<file path="config.mk">
export PLATFORM = sky130hd
export DESIGN_NAME = urxe_top
export DESIGN_NICKNAME = d
export VERILOG_FILES = /design/src/rtl/urxe_pkg.sv /design/src/rtl/urxe_top.sv
export VERILOG_INCLUDE_DIRS = /design/src /design/src/rtl
export SDC_FILE = /design/constraint.sdc
export NUM_CORES = 1
export LEC_CHECK = 0
export BUFFER_PORTS_ARGS = -buffer_cell sky130_fd_sc_hd__buf_2
export CAP_MARGIN = 20
export CORE_MARGIN = 1
export CORE_UTILIZATION = 44
export CTS_BUF_LIST = sky130_fd_sc_hd__clkbuf_4 sky130_fd_sc_hd__clkbuf_8
export CTS_CLUSTER_SIZE = 10
export DETAILED_ROUTE_END_ITERATION = 6
export HOLD_SLACK_MARGIN = 0.06
export RECOVER_POWER = 100
export SETUP_SLACK_MARGIN = 0.02
export SYNTH_ARGS = -nofsm -noshare
export SYNTH_HDL_FRONTEND = slang
export SYNTH_SLANG_ARGS = --single-unit
</file>
<file path="constraint.sdc">
create_clock -name pclk -period 6.29 [get_ports pclk]
set_clock_uncertainty 0.1 [all_clocks]
set_input_delay 0.3145 -clock pclk [delete_from_list [all_inputs] [get_ports pclk]]
set_output_delay 0.3145 -clock pclk [all_outputs]
set_load 0.1 [all_outputs]
</file>
<file path="src/rtl/urxe_consts.svh">
// Register offsets, field positions, reset values and timing for the receive error and wake block
// What this block does
// - Receive interrupt when a word enters the buffer or an overrun occurs, if enabled.
// - Four bytes sit in the FIFO while a fifth shifts in; its completion overruns.
// - Overrun sets its flag, keeps FIFO contents, overwrites the shift register.
// - Overrun flag clears only on status access followed by data buffer read.
// - Noise sets the noise flag with data available, data still stored, no own interrupt.
// - Noise flag clears on status read followed by data buffer read.
// - Framing error when any expected stop bit samples low.
// - Framing flag stored with the word; cleared by any reset.
// - Parity mismatch sets parity error when parity is enabled; stored with word.
// - Interrupt request is a low pulse from the five listed sources.
// - Transmit sources have own enables; receive sources share one enable.
// - Status flags are read-only; error and data flags clear only through their access sequences.
// - With address detect on, data-available interrupt needs highest received bit high.
// - With address detect off, every data-available event interrupts.
// - With the port clock stopped, reception pauses and the receiver state and baud divider hold.
// - Clock off plus all wake enables: falling receive edge requests wake-up.
// - Line data ignored during start-up delay; wake interrupt given after it.
// - Wake interrupts only with global, multi-function and port enables; else event only.
// - Each bit is a majority of three samples; disagreement means noise.
`ifndef URXE_CONSTS_SVH
`define URXE_CONSTS_SVH

`define URXE_ADDR_W        8
`define URXE_OFF_CTRL      8'h00
`define URXE_OFF_STATUS    8'h04
`define URXE_OFF_DATA      8'h08
`define URXE_OFF_BAUD      8'h0C

`define URXE_CTRL_W        15
`define URXE_CTRL_RESET    15'h0000
`define URXE_BAUD_RESET    16'h0000

`define URXE_ST_AVAIL      0
`define URXE_ST_OVERRUN    1
`define URXE_ST_NOISE      2
`define URXE_ST_FRAMING    3
`define URXE_ST_PARITY     4
`define URXE_ST_RX_IDLE    5
`define URXE_ST_TX_EMPTY   6
`define URXE_ST_TX_IDLE    7
`define URXE_ST_BIT9       8
`define URXE_ST_COUNT_LO   9

`define URXE_SAMP_A        4'h7
`define URXE_SAMP_B        4'h8
`define URXE_SAMP_C        4'h9
`define URXE_SAMP_LAST     4'hF
`define URXE_LAST_BIT8     4'h7
`define URXE_LAST_BIT9     4'h8

`define URXE_CLK_PERIOD_NS 100
`define URXE_WAKE_DELAY_NS 2000
`define URXE_WAKE_CYCLES   ((`URXE_WAKE_DELAY_NS + `URXE_CLK_PERIOD_NS - 1) / `URXE_CLK_PERIOD_NS)

`endif

</file>
<file path="src/rtl/urxe_pkg.sv">
// Types shared by the receive error and wake block
package urxe_pkg;

  typedef enum logic [1:0] {PAR_EVEN, PAR_ODD, PAR_MARK, PAR_SPACE} urxe_parity_type;

  typedef struct packed {
    logic            port_irq_enable;
    logic            multifunc_irq_enable;
    logic            global_irq_enable;
    logic            pin_wake_enable;
    logic            two_stop;
    urxe_parity_type parity_type;
    logic            parity_enable;
    logic            nine_bit_select;
    logic            addr_detect_enable;
    logic            tx_idle_irq_enable;
    logic            tx_empty_irq_enable;
    logic            rx_irq_enable;
    logic            receiver_enable;
    logic            port_enable;
  } urxe_ctrl_type;

  typedef struct packed {
    logic       noise;
    logic       framing;
    logic       parity;
    logic [8:0] data;
  } urxe_word_type;

  typedef enum logic [2:0] {RX_IDLE, RX_START, RX_DATA, RX_PARITY, RX_STOP1, RX_STOP2} urxe_rx_state_type;

endpackage

</file>
<file path="src/rtl/urxe_top.sv">
// Serial receiver with error flags, four-word FIFO, interrupt pulse and pin wake-up
`timescale 1ns/10ps
`include "urxe_consts.svh"

module urxe_top #(
  parameter int unsigned FIFO_DEPTH  = 4,
  parameter int unsigned WAKE_CYCLES = `URXE_WAKE_CYCLES
) (
  // Clock and reset
  input  wire logic                     pclk,
  input  wire logic                     presetn,
  // APB slave
  input  wire logic                     psel,
  input  wire logic                     penable,
  input  wire logic                     pwrite,
  input  wire logic [`URXE_ADDR_W-1:0]  paddr,
  input  wire logic [31:0]              pwdata,
  output logic      [31:0]              prdata,
  output logic                          pready,
  output logic                          pslverr,
  // Serial line and port clock state
  input  wire logic                     rx_pin,
  input  wire logic                     uart_clk_on,
  // Transmit path status
  input  wire logic                     tx_empty,
  input  wire logic                     tx_idle,
  // Interrupt and wake
  output logic                          irq_n,
  output logic                          wake_event
);

  localparam int PW = (FIFO_DEPTH > 1) ? $clog2(FIFO_DEPTH) : 1;
  localparam int HW = $clog2(WAKE_CYCLES + 1);
  localparam logic [PW:0]   DEPTH_C = (PW+1)'(FIFO_DEPTH);
  localparam logic [HW-1:0] WAKE_C  = HW'(WAKE_CYCLES);
  localparam logic [HW-1:0] HOLD_ONE = HW'(1);

  // Majority of three samples
  function automatic logic maj3(input logic [2:0] s);
    maj3 = (s[0] & s[1]) | (s[0] & s[2]) | (s[1] & s[2]);
  endfunction

  // Registers
  urxe_pkg::urxe_ctrl_type     ctrl_reg;
  logic [15:0]                 baud_reg;
  logic [15:0]                 div_cnt_reg;
  logic                        rx_meta_reg, rx_sync_reg, rx_prev_reg;
  urxe_pkg::urxe_rx_state_type state_reg, state_next;
  logic [3:0]                  samp_reg, samp_next;
  logic [2:0]                  votes_reg, votes_next;
  logic [3:0]                  bitn_reg, bitn_next;
  logic [8:0]                  rx_shift_reg, rx_shift_next;
  logic                        par_reg, par_next;
  logic                        fe_reg, fe_next;
  logic                        nacc_reg, nacc_next;
  logic                        done_reg, done_next;
  urxe_pkg::urxe_word_type     mem [FIFO_DEPTH];
  logic [PW-1:0]               wr_ptr_reg, rd_ptr_reg;
  logic [PW:0]                 count_reg;
  urxe_pkg::urxe_word_type     hold_reg;
  logic                        hold_valid_reg;
  logic                        overrun_flag, noise_flag, seen_reg;
  logic                        rd_ok_reg;
  logic [31:0]                 prdata_reg;
  logic                        irq_pulse_reg, wake_event_reg, wake_pend_reg;
  logic [HW-1:0]               hold_cnt_reg;
  logic                        txe_prev_reg, txi_prev_reg;

  // APB decode
  wire acc      = psel & penable;
  wire sel_ctrl = (paddr == `URXE_OFF_CTRL);
  wire sel_stat = (paddr == `URXE_OFF_STATUS);
  wire sel_data = (paddr == `URXE_OFF_DATA);
  wire sel_baud = (paddr == `URXE_OFF_BAUD);
  wire mapped   = sel_ctrl | sel_stat | sel_data | sel_baud;
  wire wr_ctrl  = acc & pwrite & sel_ctrl;
  wire wr_baud  = acc & pwrite & sel_baud;
  wire stat_acc = acc & sel_stat;
  wire data_rd  = acc & ~pwrite & sel_data;
  wire setup_rd = psel & ~penable & ~pwrite;
  assign pready  = 1'b1;
  assign pslverr = acc & ~mapped;
  assign prdata  = prdata_reg;

  // Receive timing and line sampling
  wire tick      = uart_clk_on & (div_cnt_reg == baud_reg);
  wire bit_end   = tick & (samp_reg == `URXE_SAMP_LAST);
  wire vote      = maj3(votes_reg);
  wire vote_bad  = ~((votes_reg[0] == votes_reg[1]) & (votes_reg[1] == votes_reg[2]));
  wire in_window = (samp_reg == `URXE_SAMP_A) | (samp_reg == `URXE_SAMP_B) | (samp_reg == `URXE_SAMP_C);
  wire rx_run    = ctrl_reg.port_enable & ctrl_reg.receiver_enable & (hold_cnt_reg == '0);
  wire [3:0] last_bit = ctrl_reg.nine_bit_select ? `URXE_LAST_BIT9 : `URXE_LAST_BIT8;

  // Receiver state machine next values
  always_comb begin
    state_next    = state_reg;
    samp_next     = samp_reg;
    votes_next    = votes_reg;
    bitn_next     = bitn_reg;
    rx_shift_next = rx_shift_reg;
    par_next      = par_reg;
    fe_next       = fe_reg;
    nacc_next     = nacc_reg;
    done_next     = 1'b0;
    if (!rx_run) begin
      // Clearing the receiver enable abandons the frame
      state_next = urxe_pkg::RX_IDLE;
      samp_next  = '0;
    end else if (tick) begin
      samp_next = samp_reg + 4'h1;
      if (in_window) begin
        votes_next = {votes_reg[1:0], rx_sync_reg};
      end
      if (bit_end && state_reg != urxe_pkg::RX_IDLE) begin
        nacc_next = nacc_reg | vote_bad;
      end
      case (state_reg)
        urxe_pkg::RX_IDLE: begin
          samp_next = '0;
          if (!rx_sync_reg) begin
            state_next = urxe_pkg::RX_START;
            samp_next  = 4'h1;
            nacc_next  = 1'b0;
            fe_next    = 1'b0;
            par_next   = 1'b0;
          end
        end
        urxe_pkg::RX_START: begin
          if (bit_end) begin
            state_next = vote ? urxe_pkg::RX_IDLE : urxe_pkg::RX_DATA;
            bitn_next  = '0;
          end
        end
        urxe_pkg::RX_DATA: begin
          if (bit_end) begin
            rx_shift_next = {vote, rx_shift_reg[8:1]};
            bitn_next     = bitn_reg + 4'h1;
            if (bitn_reg == last_bit) begin
              state_next = ctrl_reg.parity_enable ? urxe_pkg::RX_PARITY : urxe_pkg::RX_STOP1;
            end
          end
        end
        urxe_pkg::RX_PARITY: begin
          if (bit_end) begin
            par_next   = vote;
            state_next = urxe_pkg::RX_STOP1;
          end
        end
        urxe_pkg::RX_STOP1: begin
          if (bit_end) begin
            fe_next    = ~vote;
            state_next = ctrl_reg.two_stop ? urxe_pkg::RX_STOP2 : urxe_pkg::RX_IDLE;
            done_next  = ~ctrl_reg.two_stop;
          end
        end
        urxe_pkg::RX_STOP2: begin
          if (bit_end) begin
            fe_next    = fe_reg | ~vote;
            state_next = urxe_pkg::RX_IDLE;
            done_next  = 1'b1;
          end
        end
        default: state_next = urxe_pkg::RX_IDLE;
      endcase
    end
  end

  // Completed word with its error marks
  wire [8:0] data9 = ctrl_reg.nine_bit_select ? rx_shift_reg : {1'b0, rx_shift_reg[8:1]};
  logic par_exp;
  always_comb begin
    case (ctrl_reg.parity_type)
      urxe_pkg::PAR_EVEN:  par_exp = ^data9;
      urxe_pkg::PAR_ODD:   par_exp = ~^data9;
      urxe_pkg::PAR_MARK:  par_exp = 1'b1;
      urxe_pkg::PAR_SPACE: par_exp = 1'b0;
      default:             par_exp = 1'b0;
    endcase
  end
  urxe_pkg::urxe_word_type new_word;
  // Error marks travel with the stored word
  assign new_word = '{noise: nacc_reg, framing: fe_reg,
                      parity: ctrl_reg.parity_enable & (par_reg != par_exp), data: data9};

  // FIFO and shift holding slot
  urxe_pkg::urxe_word_type head, push_word;
  assign head = mem[rd_ptr_reg];
  wire pop      = data_rd & rd_ok_reg & (count_reg != '0);
  wire full_eff = (count_reg == DEPTH_C) & ~pop;
  wire mv       = pop & hold_valid_reg;
  // Fifth word waits in the shift register; completing it with the FIFO full overruns
  wire push     = mv | (done_reg & ~full_eff);
  // Overrun leaves the FIFO alone and overwrites the shift slot
  wire ovr_set  = done_reg & ~mv & full_eff;
  assign push_word = mv ? hold_reg : new_word;
  wire clr_seq  = data_rd & seen_reg;
  wire addr_bit = ctrl_reg.nine_bit_select ? push_word.data[8] : push_word.data[7];

  // Interrupt sources
  wire gate       = ctrl_reg.global_irq_enable & ctrl_reg.multifunc_irq_enable & ctrl_reg.port_irq_enable;
  // Data available, qualified by address detect
  wire avail_evt  = push & ctrl_reg.rx_irq_enable & (~ctrl_reg.addr_detect_enable | addr_bit);
  wire ovr_evt    = ovr_set & ctrl_reg.rx_irq_enable;
  // Transmit sources each with own enable
  wire txe_evt    = tx_empty & ~txe_prev_reg & ctrl_reg.tx_empty_irq_enable;
  wire txi_evt    = tx_idle & ~txi_prev_reg & ctrl_reg.tx_idle_irq_enable;
  // Wake interrupt only once the start-up delay ends
  wire wake_fire  = uart_clk_on & (hold_cnt_reg == HOLD_ONE);
  wire any_evt    = avail_evt | ovr_evt | txe_evt | txi_evt | wake_fire;
  // Wake arming with the port clock off
  wire wake_arm   = ~uart_clk_on & ctrl_reg.pin_wake_enable & ctrl_reg.port_enable &
                    ctrl_reg.receiver_enable & ctrl_reg.rx_irq_enable;
  wire rx_fall    = rx_prev_reg & ~rx_sync_reg;

  // Status word
  logic [31:0] status_word;
  always_comb begin
    status_word = '0;
    status_word[`URXE_ST_AVAIL]    = count_reg != '0;
    status_word[`URXE_ST_OVERRUN]  = overrun_flag;
    status_word[`URXE_ST_NOISE]    = noise_flag;
    status_word[`URXE_ST_FRAMING]  = (count_reg != '0) & head.framing;
    status_word[`URXE_ST_PARITY]   = (count_reg != '0) & head.parity;
    status_word[`URXE_ST_RX_IDLE]  = state_reg == urxe_pkg::RX_IDLE;
    status_word[`URXE_ST_TX_EMPTY] = tx_empty;
    status_word[`URXE_ST_TX_IDLE]  = tx_idle;
    status_word[`URXE_ST_BIT9]     = head.data[8];
    status_word[`URXE_ST_COUNT_LO +: PW+1] = count_reg;
  end
  wire [31:0] rd_mux = sel_ctrl ? 32'(ctrl_reg) : sel_baud ? {16'h0000, baud_reg} :
                       sel_stat ? status_word : (sel_data && count_reg != '0) ? 32'(head.data) : 32'h0000_0000;

  // APB registers and read data
  always_ff @(posedge pclk or negedge presetn) begin
    if (!presetn) begin
      ctrl_reg   <= urxe_pkg::urxe_ctrl_type'(`URXE_CTRL_RESET);
      baud_reg   <= `URXE_BAUD_RESET;
      prdata_reg <= 32'h0000_0000;
      rd_ok_reg  <= 1'b0;
    end else begin
      if (wr_ctrl) ctrl_reg <= urxe_pkg::urxe_ctrl_type'(pwdata[`URXE_CTRL_W-1:0]);
      if (wr_baud) baud_reg <= pwdata[15:0];
      if (setup_rd) begin
        prdata_reg <= rd_mux;
        rd_ok_reg  <= sel_data & (count_reg != '0);
      end
    end
  end

  // Line synchroniser and baud divider
  always_ff @(posedge pclk or negedge presetn) begin
    if (!presetn) begin
      rx_meta_reg <= 1'b1;
      rx_sync_reg <= 1'b1;
      rx_prev_reg <= 1'b1;
      div_cnt_reg <= 16'h0000;
    end else begin
      rx_meta_reg <= rx_pin;
      rx_sync_reg <= rx_meta_reg;
      rx_prev_reg <= rx_sync_reg;
      if (tick) div_cnt_reg <= 16'h0000;
      else if (uart_clk_on) div_cnt_reg <= div_cnt_reg + 16'h0001;
    end
  end

  // Receiver state registers
  always_ff @(posedge pclk or negedge presetn) begin
    if (!presetn) begin
      state_reg    <= urxe_pkg::RX_IDLE;
      samp_reg     <= '0;
      votes_reg    <= 3'h7;
      bitn_reg     <= '0;
      rx_shift_reg <= '0;
      par_reg      <= 1'b0;
      fe_reg       <= 1'b0;
      nacc_reg     <= 1'b0;
      done_reg     <= 1'b0;
    end else begin
      state_reg    <= state_next;
      samp_reg     <= samp_next;
      votes_reg    <= votes_next;
      bitn_reg     <= bitn_next;
      rx_shift_reg <= rx_shift_next;
      par_reg      <= par_next;
      fe_reg       <= fe_next;
      nacc_reg     <= nacc_next;
      done_reg     <= done_next;
    end
  end

  // FIFO storage
  always_ff @(posedge pclk) begin
    if (push) mem[wr_ptr_reg] <= push_word;
  end

  // FIFO pointers, holding slot and sticky flags
  always_ff @(posedge pclk or negedge presetn) begin
    if (!presetn) begin
      wr_ptr_reg     <= '0;
      rd_ptr_reg     <= '0;
      count_reg      <= '0;
      hold_reg       <= '0;
      hold_valid_reg <= 1'b0;
      overrun_flag   <= 1'b0;
      noise_flag     <= 1'b0;
      seen_reg       <= 1'b0;
    end else begin
      if (push) wr_ptr_reg <= wr_ptr_reg + PW'(1);
      if (pop)  rd_ptr_reg <= rd_ptr_reg + PW'(1);
      count_reg <= count_reg + (PW+1)'(push) - (PW+1)'(pop);
      if (done_reg && (mv || full_eff)) begin
        hold_reg       <= new_word;
        hold_valid_reg <= 1'b1;
      end else if (mv) begin
        hold_valid_reg <= 1'b0;
      end
      // Set wins over the status-then-data clear
      overrun_flag <= ovr_set | (overrun_flag & ~clr_seq);
      // Noise rises with data available; same clear sequence
      noise_flag   <= (push & push_word.noise) | (noise_flag & ~clr_seq);
      seen_reg     <= stat_acc | (seen_reg & ~data_rd);
    end
  end

  // Wake-up, start-up hold and interrupt pulse
  always_ff @(posedge pclk or negedge presetn) begin
    if (!presetn) begin
      wake_event_reg <= 1'b0;
      wake_pend_reg  <= 1'b0;
      hold_cnt_reg   <= '0;
      irq_pulse_reg  <= 1'b0;
      txe_prev_reg   <= 1'b0;
      txi_prev_reg   <= 1'b0;
    end else begin
      // Wake event pulse whatever the global, multi-function and port enables
      wake_event_reg <= wake_arm & rx_fall;
      if (wake_arm && rx_fall) wake_pend_reg <= 1'b1;
      else if (uart_clk_on) wake_pend_reg <= 1'b0;
      // Receiver held off for the start-up delay
      if (uart_clk_on && wake_pend_reg) hold_cnt_reg <= WAKE_C;
      else if (uart_clk_on && hold_cnt_reg != '0) hold_cnt_reg <= hold_cnt_reg - HOLD_ONE;
      // One-cycle low pulse for each cycle holding a qualifying event
      irq_pulse_reg <= gate & any_evt;
      txe_prev_reg  <= tx_empty;
      txi_prev_reg  <= tx_idle;
    end
  end
  assign irq_n      = ~irq_pulse_reg;
  assign wake_event = wake_event_reg;
endmodule

</file>
After elaboration in Yosys (flattened, before gate mapping)
Memories as Yosys holds them, arrays and structs flattened. Index checks and enable logic that the tools add are counted.

Equality and inequality tests: 36. Reductions and logical operators: 30. Add/subtract/negate cells: 8. Mux-type cells: 53. Bitwise operators: 86.

Operators by type and width (number): $mux 16 (4); $and 1x1->1 (51); $mux 3 (11); $mux 12 (2); $mux 4 (6); $ne 3x3->1 const B (7); $mux 1 (19); $mux 9 (2); $or 1x1->1 (18); $pmux 3 s6 (1); $not 1->1 (17); $add 16x1->16 const B (1); $eq 16x16->1 (1); $eq 8x4->1 const B (2); $ne 2x2->1 const B (7); $eq 4x4->1 const B (3); $reduce_bool 2->1 (6); $mux 5 (2); $reduce_and 5->1 (2); $eq 3x3->1 const B (3); $reduce_bool 3->1 (3); $reduce_xnor 9->1 (1); $reduce_xor 9->1 (1); $add 4x1->4 const B (2); 31 further kinds (41).

Memories: 1. Memory bits (writable): 48. Register bits after elaboration: 143. Logic and storage cells: 261. Output and inout port bits: 36.

Memories: mem (words 4, bits a word 12, read ports 1, clocked after Yosys merged registers in 0, wr ports 1, line urxe_top.sv:57) `urxe_pkg::urxe_word_type mem [FIFO_DEPTH];`.

Depth between registers and ports, before layout
Gate-level depths: netlist of the first run.

Word-level depth: 17. Depth in mapped cells: 13. Depth with buffers taken out: 12.

Worst setup path after synthesis of the first run
No wires, ideal clock.

Kind: input to register. Start: input paddr[5]. End: register count_reg[2]. Stages on the path: 13. Buffers on the path: 1. Data arrival time: 3.051 ns. Library setup time: 0.126 ns. Slack: 3.013 ns. Path through: or4_4 -> buf_6 -> or3_4 -> o311ai_4 -> and2_4 -> a21oi_4 -> ha_1 -> inv_1 -> ha_1 -> inv_1 -> fa_1 -> xnor2_1 -> xnor2_1.

Word-level cells in the longest chain between the ends: 11.

RTL lines: start: declaration (line urxe_top.sv:16) `` input wire logic [`URXE_ADDR_W-1:0] paddr, ``; $eq 8x4->1 (no source line) (*); $and 1x1->1 (*) (line urxe_top.sv:79) `wire data_rd = acc & ~pwrite & sel_data;`; $and 1x1->1 (*) (2 in series) (line urxe_top.sv:188) `wire pop = data_rd & rd_ok_reg & (count_reg != '0);`; $not 1->1 (line urxe_top.sv:189) `wire full_eff = (count_reg == DEPTH_C) & ~pop;`; $and 1x1->1 (line urxe_top.sv:189); $not 1->1 (line urxe_top.sv:192) `wire push = mv | (done_reg & ~full_eff);`; $and 1x1->1 (line urxe_top.sv:192); $or 1x1->1 (line urxe_top.sv:192); $add 3x1->3 (line urxe_top.sv:310) `count_reg <= count_reg + (PW+1)'(push) - (PW+1)'(pop);`; $sub 3x1->3 (*) (line urxe_top.sv:310); end signal: assignment (line urxe_top.sv:310); end: declaration (line urxe_top.sv:59) `logic [PW:0] count_reg;`.

Mark *: on every way between the ends. The rest lies on a longest branch, timed or not. A chain may end at the register's enable or synchronous reset.

Final worst setup path of the first run
Ends and elaborated chain as after synthesis.

==> tab_implementation.tex, run 1 <==
\begin{tabular}{lr}
\hline
Metric & Value \\
\hline
\multicolumn{2}{l}{\textbf{Worst setup path}} \\
Type of element launching the critical path & input port \\
Critical path arrival & 4440 ps \\
Slowest cell on the critical path & o311ai\_0 \\
Critical Path End Type & flip-flop \\
Required time reported for the critical path endpoint & 6570 ps \\
Crit path kind & input port to flip-flop \\
First element of the critical path & paddr[5] \\
Logic depth of the worst register-to-register path & 10 \\
Buffers plus inverters on the worst setup path & 3 \\
Slack of the worst reg-to-reg path & 2270 ps \\
Maximum fanout count along the critical path & 7 \\
Worst path cell trace & buf\_2, or4\_1, or3\_1, o311ai\_0, and2\_4, a21oi\_1, ha\_1, inv\_1, ha\_1, inv\_1, fa\_1, xnor2\_1, xnor2\_1 \\
Slowest cell delay on critical path & 1100 ps \\
Top Family by Delay on Critical Path & simple AND/OR/NAND/NOR gates \\
Total stage count of the critical path & 13 \\
Capture point of the worst path & count\_reg[2] \\
Crit Reg-Reg Endpoint & count\_reg[2] \\
Reg-to-Reg Start & count\_reg[1] \\
\multicolumn{2}{l}{\textbf{Worst hold path}} \\
Path type of the worst min-delay path & input port to flip-flop \\
\multicolumn{2}{l}{\textbf{Finish}} \\
Most used cells in the layout excluding fill and tap cells & dfrtp\_1, nor2\_1, nand2\_1 \\
Commonest non-fill, non-tap cell in the layout & dfrtp\_1 \\
End-of-flow core utilization & 49.4\% \\
Register with the most flip-flops & mem \\
Area added between synthesis and finish & 9.97\% \\
Final design instance area without fill & 0.00927 mm² \\
Flip-flop count of the largest register after layout & 44 \\
Share of post-route cells with drive strength above 1 & 17.1\% \\
Inserted Diodes & 0 \\
Final \#Nets & 855 \\
\multicolumn{2}{l}{\textbf{Die}} \\
Die width & 140 µm \\
Vert. Die Dim & 140 µm \\
Core Rows & 50 \\
I/O pin count & 85 \\
Overall die area & 0.0197 mm² \\
Effective utilization at floorplan & 44.9\% \\
Core region area & 0.0188 mm² \\
\multicolumn{2}{l}{\textbf{Clock network}} \\
Clock transition at the registers of the reported paths & 110 ps \\
Number of buffers created by CTS & 17 \\
Clock tree sinks & 171 \\
Maximum level of the CTS H-tree & 4 \\
Number of post-CTS setup repair buffers & 0 \\
Max clock buf depth & 2 \\
Number of hold-repair buffers added at the cts stage & 20 \\
Worst-skew pair later-pin latency & 450 ps \\
CTS-repair resized insts & 0 \\
Clock root buffer master & clkbuf\_8 \\
Clock tree from TritonCTS & yes \\
\multicolumn{2}{l}{\textbf{Routing}} \\
Number of vias in the routed layout & 5736 \\
Routed length on met2 & 9390 µm \\
Average vias per placed instance & 5.54 \\
Number of DRC violations after detailed routing & 0 \\
Top routing layer in use & met4 \\
Iteration count of the initial detailed-routing pass & 5 \\
Met3 wirelength from detailed routing & 726 µm \\
Antenna Violating Nets Remaining & 0 \\
Starting DRT DRC Count & 406 \\
DRT met1 WL & 8590 µm \\
Overall routed net length & 19000 µm \\
Drt wl/cell & 18.3 µm \\
\multicolumn{2}{l}{\textbf{Outcome}} \\
Status & complete, but fails checks \\
Failing checks & max-capacitance violations, max-slew violations \\
\multicolumn{2}{l}{\textbf{Power and ir drop}} \\
P per Cell Area & 241 mW/mm² \\
Leakage Power & 3.86 nW \\
Worst vdd rail ir drop & 115 µV \\
\multicolumn{2}{l}{\textbf{Timing}} \\
Total negative slack & 0 ps \\
Final hold violations & 0 \\
Ratio of final minimum period to clock period & 66.1\% \\
Highest Clock Rate & 241 MHz \\
Headroom to the max-slew limit & -121\% \\
Setup repair after global routing missed its margin & no \\
Count of pins over their slew limit & 62 \\
Slew at the pin closest to its max-slew limit & 3320 ps \\
Minimum clock period after layout & 4160 ps \\
Final setup violation count & 0 \\
Final Hold Slack & 104 ps \\
\multicolumn{2}{l}{\textbf{Flow run}} \\
Max-Cap Viols & 1 \\
\multicolumn{2}{l}{\textbf{Placement}} \\
DP Area & 0.00878 mm² \\
Routability-driven placement congestion ratio & 0.811 \\
Final HPWL from detailed placement & 13600 µm \\
\# port buffers & 51 \\
\multicolumn{2}{l}{\textbf{Synth}} \\
Synthesized area divided by synthesized cell count & 11.6 µm² \\
Share of synthesized registers carrying an async set or reset & 74.3\% \\
Commonest register cell after synthesis & dfrtp\_1 \\
Sequential area share after synthesis & 53.5\% \\
Post-synthesis register bit count & 171 \\
Number of synthesized flops with an enable pin & 44 \\
Area of the mapped netlist & 0.00843 mm² \\
Synthesized instance count & 725 \\
Netlist cell types & 72 \\
Yosys warning count & 0 \\
\multicolumn{2}{l}{\textbf{Global routing}} \\
Total congestion overflow & 0 \\
Maximum number of pins on one net before global-route repair & 68 \\
Via count of the first global-routing pass & 5589 \\
Total GRT Usage & 20.1\% \\
First-pass GRT wire length & 30300 µm \\
Initial antenna violation count & 0 \\
\hline
\end{tabular}
## per-stage QoR
step | total power, mW | instances | setup slack [ps]
4_1_cts | 2.26 | 1032 | 3180
2_1_floorplan | 1.40 | 740 | 3010
5_1_grt | 2.33 | 1036 | 1770
3_3_place_gp | 1.46 | 980 | 2760
6_report | 2.23 | 1036 | 2130
3_5_place_dp | 1.48 | 980 | 2700
## per-layer routing
layer,GRT usage (%),vias up
li1,-,2703
met1,26.6,2866
met2,33.5,147
met3,3.86,20
met4,5.90,0
met5,0,-
## synth_stat cells, drive strengths merged, types with 5 or more instances
master	instances	area (µm²)
edfxtp	44	1320
o221ai	7	61.3
dfstp	6	158
ha	16	200
nand2	56	218
o21ai	30	150
nand3	27	135
a22oi	5	37.5
buf	28	201
nor4	6	58.8
xor2	16	140
mux4	12	270
mux2i	8	80.1
a21oi	39	206
xnor2	27	236
mux2	58	661
nor2b	7	43.8
or3	8	55.1
nand4	10	62.6
nor3	13	81.3
nor2	66	248
o41ai	7	61.3
inv	24	90.1
dfrtp	121	3030
clkbuf	19	71.3
and3	6	37.5
## worst register-to-register path: cells and delay by family (launching register included)
family	cells	cell delay (ps)
buf+inv	2	100
compound gates	1	660
fa+ha+maj	3	970
simple gates	2	1290
xor+xnor	2	340
flops	1	490
## cell type report
cell class / count / area [µm²]
Clock buffer: 17 / 234
Clock inverter: 15 / 164
Fill cell: 1687 / 9500
Inverter: 24 / 90.1
Multi-Input combinational cell: 498 / 3530
Sequential cell: 171 / 4510
Tap cell: 234 / 293
Timing Repair Buffer: 77 / 453
## where the power goes
part	internal (mW)	switching, mW
sequential	1.16	0.0410
clock	0.305	0.467
combinational	0.0791	0.174
## how the worst min path moves through the flow
| stage | endpoint | slack (ps) | cells past startpoint | start |
|---|---|---|---|---|
| after floorplan | baud_reg[0] | -80 | 0 | presetn |
| after global placement | rx_sync_reg | 250 | 0 | rx_meta_reg |
| after detailed placement | rx_sync_reg | 250 | 0 | rx_meta_reg |
| after CTS | prdata[9] | 80 | 3 | psel |
| after global routing | div_cnt_reg[1] | 100 | 2 | uart_clk_on |
| final | prdata[9] | 100 | 3 | psel |
## logic make-up (layout without fill, tap and decap cells)
family	after synthesis	in the layout	share of synthesized area, %
AND/OR/NAND/NOR	221	221	13.2
flip-flops	171	171	53.5
AO/OA/AOI/OAI	121	121	9.59
multiplexers	78	78	12.0
buffers and inverters	71	133	4.30
XOR/XNOR	44	44	4.74
adder cells (fa/ha/maj)	17	17	2.61
other	2	17	0.0891
No activity file was read; power rests on OpenSTA's default activity.
==> inputs of run 2 (changes only) <==
- clock period: 6.29 -> 4.2 ns (I/O delays scaled with it)
==> run 2 against run 1 <==
  * The flow still finishes with violations (max-capacitance violations, max-slew violations)
  * Sequential power up 50%
  * Clock power increased by 58%
  * Sequential share of layout area is 0.85 points lower
  * Total power grew 53%
  * Count of clock-buffer cells in the layout did not move
  * Via count rose by 1.6%
  * Design area is 1.8% higher
  * Cell count grew 0.97%
  * Wire length up 1.3%
  * Global-route usage is 0.70 points higher
  * Hold slack got worse by 25 ps
  * Non-clock buffer count rose by 10
==> tab_implementation.tex, run 2 (synthesized netlist as in run 1, its figures left out) <==
\begin{tabular}{lr}
\hline
Metric & Value \\
\hline
\multicolumn{2}{l}{\textbf{Global routing}} \\
Total congestion overflow & 0 \\
First-pass GRT wire length & 31500 µm \\
Via count of the first global-routing pass & 5978 \\
Maximum number of pins on one net before global-route repair & 55 \\
Total GRT Usage & 20.8\% \\
Initial antenna violation count & 0 \\
\multicolumn{2}{l}{\textbf{Placement}} \\
Routability-driven placement congestion ratio & 0.805 \\
\# port buffers & 51 \\
Final HPWL from detailed placement & 13800 µm \\
\multicolumn{2}{l}{\textbf{Outcome}} \\
Status & complete, but fails checks \\
Failing checks & max-capacitance violations, max-slew violations \\
\multicolumn{2}{l}{\textbf{Finish}} \\
End-of-flow core utilization & 50.3\% \\
Share of post-route cells with drive strength above 1 & 17.5\% \\
Inserted Diodes & 0 \\
Area of combinational cells with multiple inputs & 0.00358 mm² \\
Register with the most flip-flops & mem \\
Number of fill cells in the layout & 1681 \\
Most used cells in the layout excluding fill and tap cells & dfrtp\_1, nor2\_1, nand2\_1 \\
Footprint of the flip-flops and latches & 0.00451 mm² \\
Area added between synthesis and finish & 11.9\% \\
Commonest non-fill, non-tap cell in the layout & dfrtp\_1 \\
Flip-flop count of the largest register after layout & 44 \\
Final \#Nets & 865 \\
\multicolumn{2}{l}{\textbf{Power and ir drop}} \\
Proportion of power drawn by the clock network & 35.8\% \\
Net load switching power & 1.07 mW \\
Worst vdd rail ir drop & 160 µV \\
Power share of the combinational group & 11.3\% \\
Leakage Power & 3.93 nW \\
Proportion of total power due to net switching & 31.4\% \\
Sequential group share of total power & 52.8\% \\
Design internal power & 2.34 mW \\
P per Cell Area & 361 mW/mm² \\
\multicolumn{2}{l}{\textbf{Clock network}} \\
Number of hold-repair buffers added at the cts stage & 26 \\
Clock transition at the registers of the reported paths & 110 ps \\
CTS-repair resized insts & 0 \\
Clock tree from TritonCTS & yes \\
Number of buffers created by CTS & 17 \\
Maximum level of the CTS H-tree & 4 \\
Worst-skew pair later-pin latency & 460 ps \\
Number of post-CTS setup repair buffers & 0 \\
Clock tree sinks & 171 \\
Max clock buf depth & 2 \\
Clock root buffer master & clkbuf\_8 \\
\multicolumn{2}{l}{\textbf{Routing}} \\
Antenna Violating Nets Remaining & 0 \\
Number of DRC violations after detailed routing & 0 \\
Drt wl/cell & 18.4 µm \\
Starting DRT DRC Count & 471 \\
Number of vias in the routed layout & 5830 \\
Overall routed net length & 19200 µm \\
Iteration count of the initial detailed-routing pass & 5 \\
Average vias per placed instance & 5.57 \\
\multicolumn{2}{l}{\textbf{Worst setup path}} \\
Crit path kind & input port to flip-flop \\
Critical Path End Type & flip-flop \\
Critical path arrival & 3780 ps \\
Required time reported for the critical path endpoint & 4460 ps \\
Maximum fanout count along the critical path & 23 \\
Type of element launching the critical path & input port \\
\multicolumn{2}{l}{\textbf{Timing}} \\
Setup repair after global routing missed its margin & no \\
Final setup violation count & 0 \\
Ratio of final minimum period to clock period & 83.8\% \\
Highest Clock Rate & 284 MHz \\
Headroom to the max-slew limit & -97.5\% \\
Final hold violations & 0 \\
Minimum clock period after layout & 3520 ps \\
Total negative slack & 0 ps \\
Slew at the pin closest to its max-slew limit & 2960 ps \\
Count of pins over their slew limit & 55 \\
\multicolumn{2}{l}{\textbf{Die}} \\
Effective utilization at floorplan & 44.9\% \\
Core Rows & 50 \\
I/O pin count & 85 \\
Core region area & 0.0188 mm² \\
Die width & 140 µm \\
Overall die area & 0.0197 mm² \\
Vert. Die Dim & 140 µm \\
\multicolumn{2}{l}{\textbf{Flow run}} \\
Max-Cap Viols & 1 \\
\multicolumn{2}{l}{\textbf{Worst hold path}} \\
Path type of the worst min-delay path & input port to flip-flop \\
\hline
\end{tabular}
## run 2: cell types whose count changed in the layout (fill, tap and decap cells not counted), sizes merged
cell / before / now
buf: 29 / 28
dlygate4sd3: 20 / 26
clkbuf: 45 / 50
inv: 34 / 32
clkinv: 5 / 7
## run 2: power by group through the flow
stage          registers (mW)  logic, mW  clock network (mW)
2_1_floorplan            1.82      0.279                   0
3_3_place_gp             1.83      0.361                   0
3_5_place_dp             1.83      0.375                   0
4_1_cts                  1.80      0.395                1.26
5_1_grt                  1.81      0.430                1.32
6_report                 1.80      0.387                1.22
## run 2: path summary, 6_finish.rpt
check / startpoint / end / slack (ps) / cells after the start
min reg2reg: rx_meta_reg / rx_sync_reg / 270 / 0
min: paddr[6] / seen_reg / 80 / 5
max in group asynchronous: presetn / votes_reg[1] / 1080 / 3
max: paddr[1] / hold_reg[0] / 680 / 8
max reg2reg: hold_cnt_reg[0] / rx_shift_reg[2] / 730 / 7
min in group asynchronous: presetn / hold_cnt_reg[2] / 1140 / 2
## run 2: final cells by class
class | count | share of cell area, %
timing repair buffer | 87 | 5.61
clock buffer | 17 | 2.48
tap | 234 | 3.10
clock inverter | 15 | 2.16
sequential | 171 | 47.8
inverter | 24 | 0.955
multi-input combinational | 498 | 37.9
## run 2: per-layer routing
metal / part of all wire, % / GRT usage, % / wire length, µm / vias up
li1: - / - / - / 2725
met4: 1.8 / 6.13 / 342 / 0
met5: 0 / 0 / 0 / -
met1: 45 / 27.8 / 8710 / 2916
met2: 49 / 34.6 / 9450 / 166
met3: 3.7 / 3.66 / 707 / 23
## run 2: critical path, stage by stage
cell	delay, ps
dlygate4sd3_1	550
clkbuf_1	140
or4bb_1	610
nor4_4	270
clkbuf_1	510
nand2_4	280
a21boi_2	790
mux2_2	410
## run 2: through the flow
step	power [mW]	hold WS [ps]	area [µm²]	std cells	setup slack [ps]
finish	3.41	78.9	9440	1046	681
global route	3.56	83.0	9440	1046	489
CTS	3.45	61.6	9540	1046	1120
detailed placement	2.21	196	8840	988	810
global placement	2.19	179	8840	988	833
floorplan	2.10	-186	8490	740	1030
==> inputs of run 3 (changes only) <==
- clock period: 4.2 -> 3.2 ns (I/O delays scaled with it)
==> run 3 against run 2 <==
  * The flow still finishes with violations (max-capacitance violations, max-slew violations)
  * Wire length is 0.12% higher
  * Count of clock-buffer cells in the layout is 1 higher
  * Cell count is 1.1% higher
  * Critical path depth is 2 lower
  * Non-clock buffer count is 12 higher
  * Via count is 0.57% higher
  * Worst setup slack worse by 450 ps
  * Critical endpoint is now rx_shift_reg[3]
  * Largest power group unchanged
==> tab_implementation.tex, run 3 (synthesized netlist as in run 1, its figures left out) <==
\begin{tabular}{lr}
\hline
Metric & Value \\
\hline
\multicolumn{2}{l}{\textbf{Outcome}} \\
Status & complete, but fails checks \\
Failing checks & max-capacitance violations, max-slew violations \\
\multicolumn{2}{l}{\textbf{Routing}} \\
DRT met1 WL & 8600 µm \\
Overall routed net length & 19200 µm \\
Drt wl/cell & 18.2 µm \\
Top routing layer in use & met4 \\
Average vias per placed instance & 5.54 \\
Number of DRC violations after detailed routing & 0 \\
Met3 wirelength from detailed routing & 699 µm \\
Routed length on met2 & 9510 µm \\
Starting DRT DRC Count & 442 \\
Antenna Violating Nets Remaining & 0 \\
Iteration count of the initial detailed-routing pass & 5 \\
Number of vias in the routed layout & 5863 \\
\multicolumn{2}{l}{\textbf{Finish}} \\
Area added between synthesis and finish & 12.6\% \\
End-of-flow core utilization & 50.6\% \\
Inserted Diodes & 0 \\
Final Non-Filler Cells & 1058 \\
Commonest non-fill, non-tap cell in the layout & dfrtp\_1 \\
Final \#Nets & 877 \\
Flip-flop count of the largest register after layout & 44 \\
Area of combinational cells with multiple inputs & 0.00359 mm² \\
Footprint of the flip-flops and latches & 0.00451 mm² \\
Most used cells in the layout excluding fill and tap cells & dfrtp\_1, nor2\_1, nand2\_1 \\
Number of fill cells in the layout & 1684 \\
Share of post-route cells with drive strength above 1 & 18.7\% \\
Register with the most flip-flops & mem \\
\multicolumn{2}{l}{\textbf{Global routing}} \\
Total congestion overflow & 0 \\
Via count of the first global-routing pass & 5984 \\
Total GRT Usage & 20.9\% \\
Initial antenna violation count & 0 \\
First-pass GRT wire length & 31400 µm \\
Maximum number of pins on one net before global-route repair & 54 \\
\multicolumn{2}{l}{\textbf{Worst setup path}} \\
Maximum fanout count along the critical path & 9 \\
Reg-to-Reg Start & div\_cnt\_reg[11] \\
Required time reported for the critical path endpoint & 3450 ps \\
Crit path kind & flip-flop to flip-flop \\
Critical Path End Type & flip-flop \\
Critical path arrival & 3230 ps \\
Worst path cell trace & xor2\_1, or4\_1, nor2\_1, nand2\_1, nor3\_2, mux2\_2 \\
Top Family by Delay on Critical Path & simple AND/OR/NAND/NOR gates \\
Crit Reg-Reg Endpoint & rx\_shift\_reg[3] \\
Type of element launching the critical path & flip-flop \\
Slack of the worst reg-to-reg path & 230 ps \\
Slowest cell delay on critical path & 660 ps \\
Buffers plus inverters on the worst setup path & 0 \\
Slowest cell on the critical path & nor3\_2 \\
Logic depth of the worst register-to-register path & 6 \\
\multicolumn{2}{l}{\textbf{Timing}} \\
Ratio of final minimum period to clock period & 92.9\% \\
Slew at the pin closest to its max-slew limit & 2600 ps \\
Headroom to the max-slew limit & -73.4\% \\
Final setup violation count & 0 \\
Setup repair after global routing missed its margin & no \\
Total negative slack & 0 ps \\
Minimum clock period after layout & 2970 ps \\
Highest Clock Rate & 336 MHz \\
Count of pins over their slew limit & 46 \\
Final hold violations & 0 \\
\multicolumn{2}{l}{\textbf{Worst hold path}} \\
Path type of the worst min-delay path & input port to flip-flop \\
Number of instances on the worst hold path & 5 \\
Hold Path End & seen\_reg \\
Hold wc startpoint & paddr[0] \\
\multicolumn{2}{l}{\textbf{Die}} \\
Overall die area & 0.0197 mm² \\
Die width & 140 µm \\
I/O pin count & 85 \\
Core region area & 0.0188 mm² \\
Vert. Die Dim & 140 µm \\
Core Rows & 50 \\
Effective utilization at floorplan & 44.9\% \\
\multicolumn{2}{l}{\textbf{Placement}} \\
Final HPWL from detailed placement & 14000 µm \\
\# port buffers & 51 \\
Placed Cells incl. Taps & 1000 \\
Routability-driven placement congestion ratio & 0.840 \\
\multicolumn{2}{l}{\textbf{Power and ir drop}} \\
Leakage Power & 3.97 nW \\
Worst vdd rail ir drop & 231 µV \\
P per Cell Area & 462 mW/mm² \\
\multicolumn{2}{l}{\textbf{Flow run}} \\
Max-Cap Viols & 1 \\
\multicolumn{2}{l}{\textbf{Clock network}} \\
Clock transition at the registers of the reported paths & 100 ps \\
Worst-skew pair later-pin latency & 460 ps \\
Clock tree sinks & 171 \\
Maximum level of the CTS H-tree & 4 \\
Number of buffers created by CTS & 17 \\
CTS-repair resized insts & 0 \\
Max clock buf depth & 2 \\
Clock root buffer master & clkbuf\_8 \\
Clock tree from TritonCTS & yes \\
\hline
\end{tabular}
run 3: metrics by stage:
stage	setup slack (ps)	area (µm²)	hold WS [ps]	power [mW]
after floorplan	77.1	8490	-236	2.76
after global placement	92.6	8940	107	2.88
after detailed placement	57.0	8940	119	2.90
after CTS	253	9590	105	4.44
after global routing	70.4	9490	128	4.58
final	227	9490	130	4.39
run 3: worst max path at each step:
stage | startpoint | endpoint | slack [ps] | depth (start not counted)
after CTS | paddr[1] | count_reg[2] | 250 | 12
after global placement | paddr[5] | count_reg[2] | 90 | 13
after detailed placement | paddr[5] | count_reg[2] | 60 | 13
after global routing | presetn | rx_prev_reg | 70 | 3
after floorplan | paddr[5] | count_reg[2] | 80 | 13
final | div_cnt_reg[11] | rx_shift_reg[3] | 230 | 6
run 3: area by class of cell:
class                           count  share of cell area, %
Tap cell                          234                   3.08
Inverter                           24                  0.949
Timing Repair Buffer               99                   6.58
Sequential cell                   171                   47.5
Multi-Input combinational cell    498                   37.8
Clock inverter                     14                   1.58
Clock buffer                       18                   2.54
run 3: layer usage:
metal	global-route usage, %	vias up
met1	26.8	2931
met4	7.46	0
li1	-	2751
met2	35.5	153
met3	3.97	28
met5	0	-
run 3: repair_timing:
action | 4_1_cts | 5_1_grt
setup buffers | 0 | 0
hold buffers | 26 | 0
setup endpoints to repair | 0 | 0
endpoints found under the hold margin | 87 | 0
run 3: power by group:
| group | switching, mW | internal, mW |
|---|---|---|
| clock network | 0.860 | 0.654 |
| registers | 0.0797 | 2.29 |
| logic | 0.343 | 0.163 |
run 3: worst register-to-register path: stages, from the launching register on:
cell and delay, ps:
dfrtp_1 450, xor2_1 200, or4_1 590, nor2_1 240, nand2_1 220, nor3_2 660, mux2_2 410
